File: config.mk
export PLATFORM = sky130hd
export DESIGN_NAME = atp_regs
export DESIGN_NICKNAME = d
export VERILOG_FILES = /design/src/logic/atp_pkg.sv /design/src/logic/atp_pattern_mux.sv /design/src/logic/atp_regs.sv
export SDC_FILE = /design/constraint.sdc
export NUM_CORES = 1
export LEC_CHECK = 0
export ABC_CLOCK_PERIOD_IN_PS = 2700
export BUFFER_PORTS_ARGS = -buffer_cell sky130_fd_sc_hd__buf_4
export CAP_MARGIN = 5
export CORE_AREA = 2 2 83 85
export DETAILED_ROUTE_END_ITERATION = 10
export DIE_AREA = 0 0 85 87
export PLACE_DENSITY = 0.85
export SLEW_MARGIN = 10
export SYNTH_ARGS = -nofsm -noshare
export SYNTH_HDL_FRONTEND = slang
export SYNTH_SLANG_ARGS = --single-unit
export TNS_END_PERCENT = 5
File: constraint.sdc
create_clock -name core_clk -period 2.7 [get_ports core_clk]
set_clock_uncertainty 0.2 [all_clocks]
set_input_delay 0.135 -clock core_clk [delete_from_list [all_inputs] [get_ports core_clk]]
set_output_delay 0.135 -clock core_clk [all_outputs]
set_load 0.005 [all_outputs]
File: src/logic/atp_pkg.sv
// constants and carrier types for the output test pattern register block
package atp_pkg;
   localparam int unsigned DATA_W = 12; // conversion word width
   localparam int unsigned WORD_W = 14; // output word incl. two compatibility bits
   localparam int unsigned EXTRA_W = 2; // compatibility bit count
   localparam int unsigned CHANNELS = 2; // converter channels
   localparam int unsigned FRAME_BITS = 16; // serial frame length
   localparam logic [4:0] CNT_ADDR_LAST = 5'h07; // index of the last header bit
   localparam logic [4:0] CNT_ADDR_DONE = 5'h08; // header complete
   localparam logic [4:0] CNT_LAST = 5'h0f; // index of the last data bit
   localparam logic [4:0] CNT_FRAME_DONE = 5'h10; // frame complete
   localparam logic [4:0] CNT_ZERO = 5'h00; // idle count
   localparam logic [4:0] CNT_ONE = 5'h01; // count step
   localparam int unsigned RW_BIT = 15; // frame bit: 1 = read
   localparam int unsigned HDR_RW_BIT = 7; // same bit once only the header is in
   localparam logic [6:0] ADDR_SOFT_RESET = 7'h00; // software reset register
   localparam logic [6:0] ADDR_PATTERN_HIGH = 7'h03; // test_pattern_high
   localparam logic [6:0] ADDR_PATTERN_LOW = 7'h04; // test_pattern_low
   localparam int unsigned SOFT_RESET_BIT = 7; // reset request bit
   localparam int unsigned ENABLE_BIT = 7; // pattern_enable in test_pattern_high
   localparam int unsigned DONT_CARE_BIT = 6; // unused bit in test_pattern_high
   localparam logic [7:0] HIGH_KEEP_MASK = 8'hbf; // drops the unused bit on write
   localparam logic [7:0] REG_RESET_VALUE = 8'h00; // all mode bits clear
   localparam logic [7:0] RD_RELEASE = 8'hff; // all ones leaves the open drain released
   localparam logic [1:0] EXTRA_ZERO = 2'h0; // extra bits in normal mode

   typedef logic [CHANNELS-1:0][DATA_W-1:0] atp_conv_t; // conversion data of both channels
   typedef logic [CHANNELS-1:0][WORD_W-1:0] atp_words_t; // output words of both channels

   // serial port and register state of the top module
   typedef struct packed {
      logic sck_prev; // serial clock one cycle ago
      logic [4:0] bit_cnt; // bits taken in this frame
      logic [15:0] shift; // incoming frame
      logic [7:0] rd_shift; // outgoing read data
      logic [7:0] high; // test_pattern_high
      logic [7:0] low; // test_pattern_low
      logic sdo_oe_n; // open-drain enable, low pulls the line down
      logic sdo_val; // value driven when enabled
   } atp_spi_state_t;

   // state of the output substitution stage
   typedef struct packed {
      atp_words_t word; // registered output words
      logic valid; // word strobe
   } atp_out_state_t;
endpackage : atp_pkg

File: src/logic/atp_pattern_mux.sv
// output stage that swaps conversion data for the stored test pattern
`timescale 1ns/1ps
module atp_pattern_mux (
   input wire logic core_clk,
   input wire logic nrst,
   input wire logic pattern_enable,
   input wire logic [atp_pkg::WORD_W-1:0] pattern_word,
   input wire logic sample_valid,
   input wire atp_pkg::atp_conv_t conv_data,
   output atp_pkg::atp_words_t out_word,
   output logic out_valid
);
   atp_pkg::atp_out_state_t st_r; // registered state
   atp_pkg::atp_out_state_t st_nxt; // next state

   // per sample: the same pattern on both channels, else data with zero extras
   always_comb begin
      st_nxt = st_r;
      st_nxt.valid = sample_valid;
      if (sample_valid) begin
         for (int i = 0; i < atp_pkg::CHANNELS; i++) begin
            if (pattern_enable) begin
               st_nxt.word[i] = pattern_word;
            end else begin
               st_nxt.word[i] = {conv_data[i], atp_pkg::EXTRA_ZERO};
            end
         end
      end
   end

   // state register
   always_ff @(posedge core_clk or negedge nrst) begin
      if (!nrst) begin
         st_r <= '0;
      end else begin
         st_r <= st_nxt;
      end
   end

   assign out_word = st_r.word;
   assign out_valid = st_r.valid;
endmodule : atp_pattern_mux

File: src/logic/atp_regs.sv
// serial-programmed test pattern registers with output substitution
//
// Behaviour
// - test_pattern_high bit 7 enables test pattern
// - test_pattern_high bit 6 is ignored
// - high bits 5-0 give pattern bits 11-6
// - low bits 7-2 give pattern bits 5-0
// - low bits 1-0 give two extra bits
// - software reset clears every pattern bit
//
// serial frame, msb first while chip_select_n is low:
//    bit 15     read request when set, write when clear
//    bits 14-8  register address
//    bits 7-0   data, written by the host or read back by the block
// a bit is taken on the core_clk edge that first sees serial_clk high,
// so serial_clk has to stay at each level for at least two core_clk cycles
// read data leaves on the falling edges after the eighth bit; a one leaves
// the open-drain line released and a zero pulls it down
// a one written to bit 7 of address 00h is the software reset; the bit is
// not stored and reads back as zero
// the pattern word handed to the mux is {high[5:0], low[7:0]}, fourteen bits
//
// limitations: the serial pins are taken as synchronous to core_clk, so a
// host on another clock needs its own synchroniser in front of this block;
// a frame cut short by chip_select_n is dropped without any write, and
// bits past the sixteenth are ignored until the next select
// the registers are reached only through this serial port; there is no
// parallel load in this block
`timescale 1ns/1ps
module atp_regs (
   input wire logic core_clk,
   input wire logic nrst,
   // serial configuration port
   input wire logic chip_select_n, // frame strobe, active low
   input wire logic serial_clk, // sampled as a plain input
   input wire logic serial_in_line,
   output logic serial_out_line_o,
   output logic serial_out_line_oe_n,
   // register fields for the output serializer
   output logic pattern_enable,
   output logic [5:0] pattern_upper_bits,
   output logic [5:0] pattern_lower_bits,
   output logic [1:0] pattern_extra_bits,
   // conversion data in, substituted output words out
   input wire logic sample_valid,
   input wire atp_pkg::atp_conv_t conv_data,
   output atp_pkg::atp_words_t out_word,
   output logic out_valid
);
   atp_pkg::atp_spi_state_t st_r; // registered state
   atp_pkg::atp_spi_state_t st_nxt; // next state
   logic sck_rise; // serial clock rising edge seen
   logic sck_fall; // serial clock falling edge seen
   logic [15:0] frame_in; // frame with the bit of this edge included
   logic wr_done; // last bit of a write frame taken now
   logic hdr_done; // eighth bit of a frame taken now

   // register read decode, unmapped and write-only addresses read zero
   function automatic logic [7:0] reg_read(input logic [6:0] addr, input logic [7:0] high, input logic [7:0] low);
      logic [7:0] data;
      data = atp_pkg::REG_RESET_VALUE;
      // address 00h reads zero because the reset bit clears itself
      if (addr == atp_pkg::ADDR_PATTERN_HIGH) begin
         data = high;
      end else if (addr == atp_pkg::ADDR_PATTERN_LOW) begin
         data = low;
      end
      return data;
   endfunction : reg_read

   // edges of the serial clock, which is slow against core_clk
   // a level held for less than two core_clk cycles can lose an edge
   assign sck_rise = serial_clk && !st_r.sck_prev;
   assign sck_fall = !serial_clk && st_r.sck_prev;
   assign frame_in = {st_r.shift[14:0], serial_in_line};
   assign wr_done = !chip_select_n && sck_rise && st_r.bit_cnt == atp_pkg::CNT_LAST && !frame_in[atp_pkg::RW_BIT];
   assign hdr_done = !chip_select_n && sck_rise && st_r.bit_cnt == atp_pkg::CNT_ADDR_LAST;

   // serial frame engine and register writes
   always_comb begin
      st_nxt = st_r;
      // remember the serial clock for edge detection
      st_nxt.sck_prev = serial_clk;
      st_nxt.sdo_val = 1'b0; // open drain only ever pulls low
      if (chip_select_n) begin
         // deselect aborts a partial frame, nothing is written
         st_nxt.bit_cnt = atp_pkg::CNT_ZERO;
         // released at once so a cut read frame cannot hold the line low
         st_nxt.sdo_oe_n = 1'b1;
      end else begin
         // count only up to a full frame, later bits are ignored
         if (sck_rise && st_r.bit_cnt < atp_pkg::CNT_FRAME_DONE) begin
            // the new bit enters at the bottom, the first one ends up at bit 15
            st_nxt.shift = frame_in;
            // five bits so the count can reach sixteen
            st_nxt.bit_cnt = st_r.bit_cnt + atp_pkg::CNT_ONE;
            if (st_r.bit_cnt == atp_pkg::CNT_ADDR_LAST) begin
               // header complete: a read fetches data, a write keeps the line released
               if (frame_in[atp_pkg::HDR_RW_BIT]) begin
                  st_nxt.rd_shift = reg_read(frame_in[6:0], st_r.high, st_r.low);
               end else begin
                  st_nxt.rd_shift = atp_pkg::RD_RELEASE;
               end
            end
            // a write lands once the sixteenth bit is in; read frames never get here
            if (wr_done) begin
               case (frame_in[14:8])
                  atp_pkg::ADDR_SOFT_RESET: begin
                     // the reset bit itself is not stored, so it reads back as zero
                     if (frame_in[atp_pkg::SOFT_RESET_BIT]) begin
                        st_nxt.high = atp_pkg::REG_RESET_VALUE;
                        st_nxt.low = atp_pkg::REG_RESET_VALUE;
                     end
                  end
                  atp_pkg::ADDR_PATTERN_HIGH: begin
                     // bit 6 is masked off so it never reaches the register
                     st_nxt.high = frame_in[7:0] & atp_pkg::HIGH_KEEP_MASK;
                  end
                  atp_pkg::ADDR_PATTERN_LOW: begin
                     // all eight bits are pattern bits, the lowest two are the extra ones
                     st_nxt.low = frame_in[7:0];
                  end
                  default: begin
                     // other mode registers live outside this block
                     st_nxt.low = st_r.low;
                  end
               endcase
            end
         end
         // read data leaves on falling edges so it is settled for the next rising one
         if (sck_fall && st_r.bit_cnt >= atp_pkg::CNT_ADDR_DONE && st_r.bit_cnt < atp_pkg::CNT_FRAME_DONE) begin
            // a zero bit enables the pull-down, a one releases the line
            st_nxt.sdo_oe_n = st_r.rd_shift[7];
            // ones shifted in are never driven; the line keeps the last data bit until deselect
            st_nxt.rd_shift = {st_r.rd_shift[6:0], 1'b1};
         end
      end
   end

   // state register, nrst and the software reset both leave the high and low registers zero
   always_ff @(posedge core_clk or negedge nrst) begin
      if (!nrst) begin
         st_r <= '0;
         // the open-drain line starts released, every other bit starts at zero
         st_r.sdo_oe_n <= 1'b1;
      end else begin
         // one register stage for all state keeps every output on a flip-flop
         st_r <= st_nxt;
      end
   end

   // field outputs come straight from the register bits
   assign pattern_enable = st_r.high[atp_pkg::ENABLE_BIT];
   assign pattern_upper_bits = st_r.high[5:0];
   assign pattern_lower_bits = st_r.low[7:2];
   assign pattern_extra_bits = st_r.low[1:0];

   // open-drain pin of the serial port
   assign serial_out_line_o = st_r.sdo_val;
   assign serial_out_line_oe_n = st_r.sdo_oe_n;

   // substitution stage shared by both channels
   // its words are registered, so a new enable shows from the next sample on
   atp_pattern_mux u_mux (
      .core_clk(core_clk),
      .nrst(nrst),
      .pattern_enable(st_r.high[atp_pkg::ENABLE_BIT]),
      .pattern_word({st_r.high[5:0], st_r.low}),
      .sample_valid(sample_valid),
      .conv_data(conv_data),
      .out_word(out_word),
      .out_valid(out_valid)
   );
endmodule : atp_regs

# After elaboration in Yosys (flattened, before gate mapping)
# Index checks and enable logic that the tools add are counted.
op_classes:
  addsub: 1
  magnitude_cmp: 2
  eq_ne: 7
  n_mux: 15
  bitwise: 1
  n_reduce_logical: 23
ops:
  columns: ["operator", "n"]
  rows:
  - ["$mux 45", 1]
  - ["$mux 8", 5]
  - ["$mux 16", 2]
  - ["$pmux 8 s2", 2]
  - ["$mux 14", 2]
  - ["$eq 7x2->1 const B", 2]
  - ["$eq 7x3->1 const B", 2]
  - ["$reduce_bool 2->1", 6]
  - ["$reduce_and 5->1", 2]
  - ["$logic_and 1x1->1", 8]
  - ["$logic_not 7->1", 1]
  - ["$add 5x1->5 const B", 1]
  - ["$eq 5x3->1 const B", 1]
  - ["$eq 5x4->1 const B", 1]
  - ["$ge 5x4->1 const B", 1]
  - ["$lt 5x5->1 const B", 1]
  - ["$mux 5", 1]
  - ["$logic_not 1->1", 4]
  - ["$reduce_and 3->1", 1]
  - ["$mux 1", 2]
  - ["$ne 2x2->1 const B", 1]
  - ["$reduce_and 2->1", 1]
  - ["$not 1->1", 1]
totals:
  register_bits: 76
  inputBits: 30
  output_inout_bits: 46
  word_cells: 59

# Depth between registers and ports, before layout
# Gate-level depths: netlist of the first run.
depth:
  ltp_word: 8
  mapped_depth: 8
  mapped_depth_nobuf: 7

# Cells and area by module
# Synthesis of the first run repeated with hierarchy kept, for this count alone.
unflattened:
  hier_cells: 332
  hier_area_um2: 3379.5
modules_own_cells:
  columns: ["mod", "n_inst", "cells_per_inst", "area_per_inst_um2", "seq_area_each_um2"]
  rows:
  - ["atp_regs", 1, 216, 2132.0, 1127.3]
  - ["atp_pattern_mux", 1, 116, 1247.4, 675.6]

# Least setup slack after synthesis of the first run
# Ideal clock, no wire load.
synth_timing:
  path_kind: "register -> register"
  start: "register st_r[42] (netlist name)"
  end: "register st_r, in the netlist pattern_enable"
  setup_ns: 0.104
  arrival_ns: 1.955
  required_ns: 2.396
  path_slack_ns: 0.441
  stages_incl_launch_ff: 9
  n_path_buf: 1
  synth_period_minus_slack_ns: 2.259
  path_cell_list: "dfrtp_1 ha_1 and3_1 ha_1 nor2b_1 nand2_1 or4b_1 clkbuf_2 a221oi_1"
synth_via:
  elab_chain_cells: 4
  elab_cells_between_ends: 6
  classes_between: "1 x order compare; 1 x eq/ne; 4 x reduce/logical"
synth_lines:
  columns: ["element", "line", "text"]
  rows:
  - ["from (decl)", "atp_regs.sv:50", "atp_pkg::atp_spi_state_t st_r;"]
  - ["from (signal assigned)", "atp_regs.sv:148", "st_r <= st_nxt;"]
  - ["branches (longest 3 deep; another with $lt 5x5->1)", null, null]
  - ["$reduce_and 5->1 (no line) (*)", null, null]
# Mark *: on every way between the ends.
# A chain may end at the register's enable or synchronous reset.

# Worst setup path after layout of the first run
layout_timing:
  start: "register st_r[42] (netlist name)"
  end: "register st_r, in the netlist pattern_upper_bits[3]"
# Same word-level chain as after synthesis.

==> reports/results.ini, run 1 <==
[clock_tree]
cts.clk_slew.worst_paths_ps = 80
htreeDepth = 3
cts_setup_buffers = 0
clockBufferDepth = 2
clockRootBuffer = clkbuf_8
clock_latency_ps = 360
cts_sinks = 72
cts_tree = built
cts_buffers = 9

[power_and_ir_drop]
p_comb_share_pct = 14.8
power_mw = 2.52
p_per_area_mw_per_mm2 = 564
swShare_pct = 27.2
leakagePower_nw = 1.98
peakVddDrop_mv = 0.427
p_sw_uw = 684
p_seq_share_pct = 51.0
power.internal_mw = 1.83
power.share.clock_pct = 34.2

[setup_path]
slowest_delay_ps = 570
arrival_ps = 2500
slowest_stage = or4b_4
crit_path_start_kind = flop
crit_top_cell = ha_1
cp-end-kind = flop
crit_type = reg -> reg
rrSetupSlack_ps = 240
cp.required_ps = 2740
worstPathCellList = ha_1 -> and3_1 -> ha_1 -> nor2b_1 -> nand2_1 -> or4b_4 -> a221oi_1
cp_max_fo = 7

[sta]
rsz0062_at_grt = false
setup_slack_ps = 239
fin_setup_tns_ps = 0
min_period_ps = 2460
hold_viol_final = 0
setup_viol = 0
fin_crit_sh_pct = 91.2
fmax_mhz = 406
worst_pin_slew_ps = 890
hold_slack_ps = 243
max-slew-margin-rel_pct = 40.7
drv_slew = 0

[global_routing]
grt_pass1_vias = 2980
antenna_found_initial = 0
track_usage_pct = 25.3
grt_max_degree = 73
grt_overflow_total = 0
grt_pass1_wl_um = 14700

[logic_synthesis]
synth_edf_count = 0
synth_cell_types = 40
ys.flop_type = dfrtp_1
yosysWarningCount = 0
ys_ff_latch = 72
async_flop_share_pct = 100
syn-num-nets = 385
ys_seq_area_share_pct = 52.3
syn_area_sq_mm = 0.00345
postSynthAreaPerCell_sq_um = 9.80
syn_inst = 352

[floorplanning]
die_area_sq_mm = 0.00740
die_h_um = 87
rows = 30
fp.coreArea_sq_mm = 0.00657
ios = 76
initial_utilization_pct = 52.5
die_w_um = 85

[layout]
post_route_cells_drive_above_1_share_pct = 23.3
n_antenna_cell = 0
nNetsFinal = 471
fin_util_pct = 67.9
postLayoutCellArea_sq_mm = 0.00446
final_cells = 523
area_growth_pct = 29.3

[drt]
drc = 0
viasPerCell = 5.58
postRouteAntennaNets = 0
drt-initial-drc-count = 200
drt_wl_total_um = 8770
drt-pass1-iter-count = 5
via_count = 2916
drt-wirelength-per-cell_um = 16.8

[run]
maxCapViolations = 0

[min_path]
hold_class = in -> async

[place]
post-dp-hpwl_um = 5550
dp_slack_ps = 208
portBuffers = 74
dpl_cell_area_sq_mm = 0.00397
gp_congestion = 0.822
place_inst = 478

[run_status]
status = finished clean

-- cells in the mapped netlist (7+ instances only) --
master | instances | area share, %
dfrtp_1 | 71 | 52
nand2_1 | 49 | 5.3
a21oi_1 | 33 | 4.8
mux2i_1 | 32 | 9.3
nor2_1 | 30 | 3.3
inv_1 | 28 | 3.0
o21ai_0 | 18 | 2.6
buf_4 | 17 | 3.7
clkbuf_1 | 16 | 1.7
a221oi_1 | 7 | 1.8
a22oi_1 | 7 | 1.5
o22a_1 | 7 | 1.8
-- layout by cell type (no fill, tap or decap), drive strengths merged, types with 7 or more instances in the layout --
master,count
a21oi,33
clkbuf,13
nor2,30
nand2,49
o22a,7
mux2i,32
buf,81
dlygate4sd3,29
o21ai,19
a22oi,7
inv,28
a221oi,7
dfrtp,71
-- critical path: cells and delay by family, from the launching register on --
family	cells	cell delay, ps
AND/OR/NAND/NOR	4	1030
AO/OA/AOI/OAI	1	360
flip-flops	1	400
adder cells (fa/ha/maj)	2	350
-- final cells by class --
class,count,area (sq um)
fill,469,2110
sequential,72,1800
multi-input combinational,217,1350
timing repair buffer,110,898
clock buffer,13,159
inverter,28,105
tap,80,100
clock inverter,3,40.0
-- cells by family (layout without fill, tap and decap cells) --
group	Yosys count	count (layout)	synth area share, %
flops	72	72	52.3
fa+ha+maj	3	3	1.09
other cells	1	1	0.109
compound gates	76	76	13.5
mux	32	32	9.29
buf+inv	63	154	8.74
xor+xnor	3	3	0.762
simple gates	102	102	14.3
-- final timing paths --
path	from	endpoint	cells past startpoint
worst max-delay path	st_r[42]	pattern_upper_bits[3]	7
worst min-delay path	nrst	frame_in[2]	2
worst max register to register	st_r[42]	pattern_upper_bits[3]	7
worst min register to register	frame_in[15]	frame_in[15]	2
max in group asynchronous	nrst	st_r[20]	2
min in group core_clk	serial_clk	st_r[47]	2
-- registers in the layout, summed over array words and instances (netlist names) --
register,cells
u_mux.out_valid,1
serial_out_line_oe_n,1
pattern_upper_bits,6
pattern_extra_bits,2
pattern_lower_bits,6
st_r,14
pattern_enable,1
u_mux.out_word,26
frame_in,15
-- routing by layer --
layer  global-route usage (%)  vias to the layer above  part of all wire, %
met5                        0                        -                    0
met4                     12.6                        0                  3.1
met3                     3.60                       28                  5.4
met2                     43.1                      107                   52
met1                     31.7                     1429                   40
li1                         -                     1352                    -
-- power groups by stage --
stage                     logic (mW)  registers (mW)  clock network, mW
after floorplan                0.194            1.26                  0
after global routing           0.416            1.30              0.908
after global placement         0.314            1.29                  0
final                          0.371            1.28              0.861
after CTS                      0.364            1.28              0.863
after detailed placement       0.328            1.30                  0
-- repair_timing --
| item | CTS | global route |
|---|---|---|
| hold buffers | 29 | 0 |
| endpoints found under the setup margin | 0 | 1 |
| resized for setup | 0 | 1 |
| hold endpoints to repair | 106 | 0 |
No activity file was read; power rests on OpenSTA's default activity.
==> inputs of run 2 (changes only) <==
ABC_AREA = 1   (was unset)
CORE_AREA = 2 2 85 87   (was 2 2 83 85)
DIE_AREA = 0 0 87 89   (was 0 0 85 87)
PLACE_DENSITY = 0.84   (was 0.85)
==> run 2 against run 1 <==
  * Non-clock buffer count shrank 5
  * Sequential cell count is the same
  * Sequential power is essentially flat
  * Power grew 9.7%
  * Synthesized area grew 3.2%
  * Critical path type unchanged
  * Synthesized cell count grew 17%
  * Worst hold slack gained 24 ps
  * Register-to-register slack gained 350 ps
  * Sequential share of layout area shrank 0.91 points
==> reports/results.ini, run 2 <==
[run_status]
status = finished clean

[clock_tree]
ctsResizeCount = 0
clock_latency_ps = 350
cts_sinks = 72
cts_tree = built
clockBufferDepth = 2
cts_setup_buffers = 0
clockRootBuffer = clkbuf_8
cts_hold_buffers = 29
cts_buffers = 9
cts.clk_slew.worst_paths_ps = 80
htreeDepth = 3

[power_and_ir_drop]
p_per_area_mw_per_mm2 = 605
peakVddDrop_mv = 0.314
power.internal_mw = 2.02
leakagePower_nw = 2.22
p_seq_share_pct = 45.4
p_comb_share_pct = 15.6
swShare_pct = 26.9
p_sw_uw = 742
power.share.clock_pct = 38.9

[drt]
drt-pass1-iter-count = 4
viasPerCell = 5.40
drt-initial-drc-count = 239
drt-wirelength-per-cell_um = 15.5
drc = 0
via_count = 3130
postRouteAntennaNets = 0
drt_wl_total_um = 8990

[layout]
n_antenna_cell = 0
post_route_cells_drive_above_1_share_pct = 21.6
largest_register_ffs = 26
final_cells = 580
nNetsFinal = 528
fin_util_pct = 67.9
final_common_cell = nand2_1
layout_common_cells = nand2_1 (79), buf_4 (76), dfrtp_1 (71)
area_growth_pct = 28.2

[floorplanning]
die_h_um = 89
ios = 76
rows = 30
fp.coreArea_sq_mm = 0.00672
die_w_um = 87
initial_utilization_pct = 53.0
die_area_sq_mm = 0.00774

[sta]
fin_crit_sh_pct = 78.1
hold_slack_ps = 267
min_period_ps = 2110
hold_viol_final = 0
max-slew-margin-rel_pct = 41.0
fin_setup_tns_ps = 0
setup_viol = 0
drv_slew = 0
worst_pin_slew_ps = 885
fmax_mhz = 475
rsz0062_at_grt = false

[global_routing]
antenna_found_initial = 0
grt_pass1_wl_um = 14800
track_usage_pct = 25.1
grt_pass1_vias = 3042
grt_max_degree = 73
grt_overflow_total = 0

[logic_synthesis]
syn-num-nets = 446
ys_seq_area_share_pct = 50.7
post-synth-top-count-cell = nand2_1
ys_ff_latch = 72
yosys-top-cells-area = dfrtp_1 (50%), nand2_1 (8.3%), mux2i_1 (6.8%)
synth_cell_types = 30
yosysWarningCount = 0
syn_area_sq_mm = 0.00356
ys.flop_type = dfrtp_1
syn_inst = 413
synth_common_cells = nand2_1 (79), dfrtp_1 (71), nor2_1 (45)
synth_edf_count = 0
synth_top_area_share_pct = 49.9
postSynthAreaPerCell_sq_um = 8.62
async_flop_share_pct = 100
synth_top_area_cell = dfrtp_1

[place]
gp_congestion = 0.806
portBuffers = 74
place_inst = 535
post-dp-hpwl_um = 5670

[setup_path]
crit_family = simple AND/OR/NAND/NOR gates
worstPathCellList = ha_1 -> inv_1 -> nor3_1 -> ha_1 -> nand2_1 -> nor2_2 -> nand4_1 -> nand2_1 -> nand2_1
crit_path_start_kind = flop
cp.required_ps = 2740
crit_type = reg -> reg
crit_top_cell = nand2_1
crit_buf_inv = 1
arrival_ps = 2140
cp-end-kind = flop
slowest_delay_ps = 410
slowest_stage = dfrtp_1
cp_max_fo = 8

[min_path]
hold_class = in -> reg

[run]
maxCapViolations = 0

[run 2: cells by family after synthesis]
family,synth area share (%)
buffers and inverters,10.2
flip-flops,50.7
adder cells (fa/ha/maj),1.05
AND/OR/NAND/NOR,22.7
other,0.105
multiplexers,7.38
AO/OA/AOI/OAI,7.95
[run 2: path summary, 6_finish.rpt]
check	from	to	slack, ps	depth (start not counted)
max reg2reg	st_r[42]	pattern_lower_bits[1]	590	9
min in group asynchronous	nrst	u_mux.out_word[27]	280	2
min reg2reg	frame_in[10]	frame_in[10]	290	2
max in group asynchronous	nrst	st_r[24]	1440	2
min	serial_clk	st_r[47]	270	2
max	st_r[42]	pattern_lower_bits[1]	590	9
[run 2: cell type report]
| class | count | area [sq um] |
|---|---|---|
| inverters | 40 | 150 |
| clock buffers | 11 | 151 |
| repair buffers | 105 | 861 |
| clock inverters | 5 | 103 |
| multi-input cells | 267 | 1390 |
| fillers | 487 | 2160 |
| flip-flops and latches | 72 | 1800 |
| well taps | 80 | 100 |
[run 2: through the flow]
step | instance area (sq um) | total power, mW | worst slack, ps
2_1_floorplan | 3560 | 1.50 | 863
3_3_place_gp | 4020 | 1.65 | 735
3_5_place_dp | 4020 | 1.66 | 653
4_1_cts | 4560 | 2.75 | 618
5_1_grt | 4560 | 2.88 | 370
6_report | 4560 | 2.76 | 593
[run 2: metal layers]
layer	up-vias	GRT usage, %	share of wire, %
li1	1485	-	-
met2	107	43.2	52
met3	23	3.60	5.2
met5	-	0	0
met4	0	11.2	2.7
met1	1515	31.8	41
[run 2: power by group through the flow]
stage / clock (mW) / sequential (mW) / combinational [mW]
6_report: 1.07 / 1.25 / 0.432
5_1_grt: 1.13 / 1.26 / 0.486
4_1_cts: 1.08 / 1.25 / 0.426
3_5_place_dp: 0 / 1.27 / 0.390
3_3_place_gp: 0 / 1.27 / 0.380
2_1_floorplan: 0 / 1.25 / 0.247
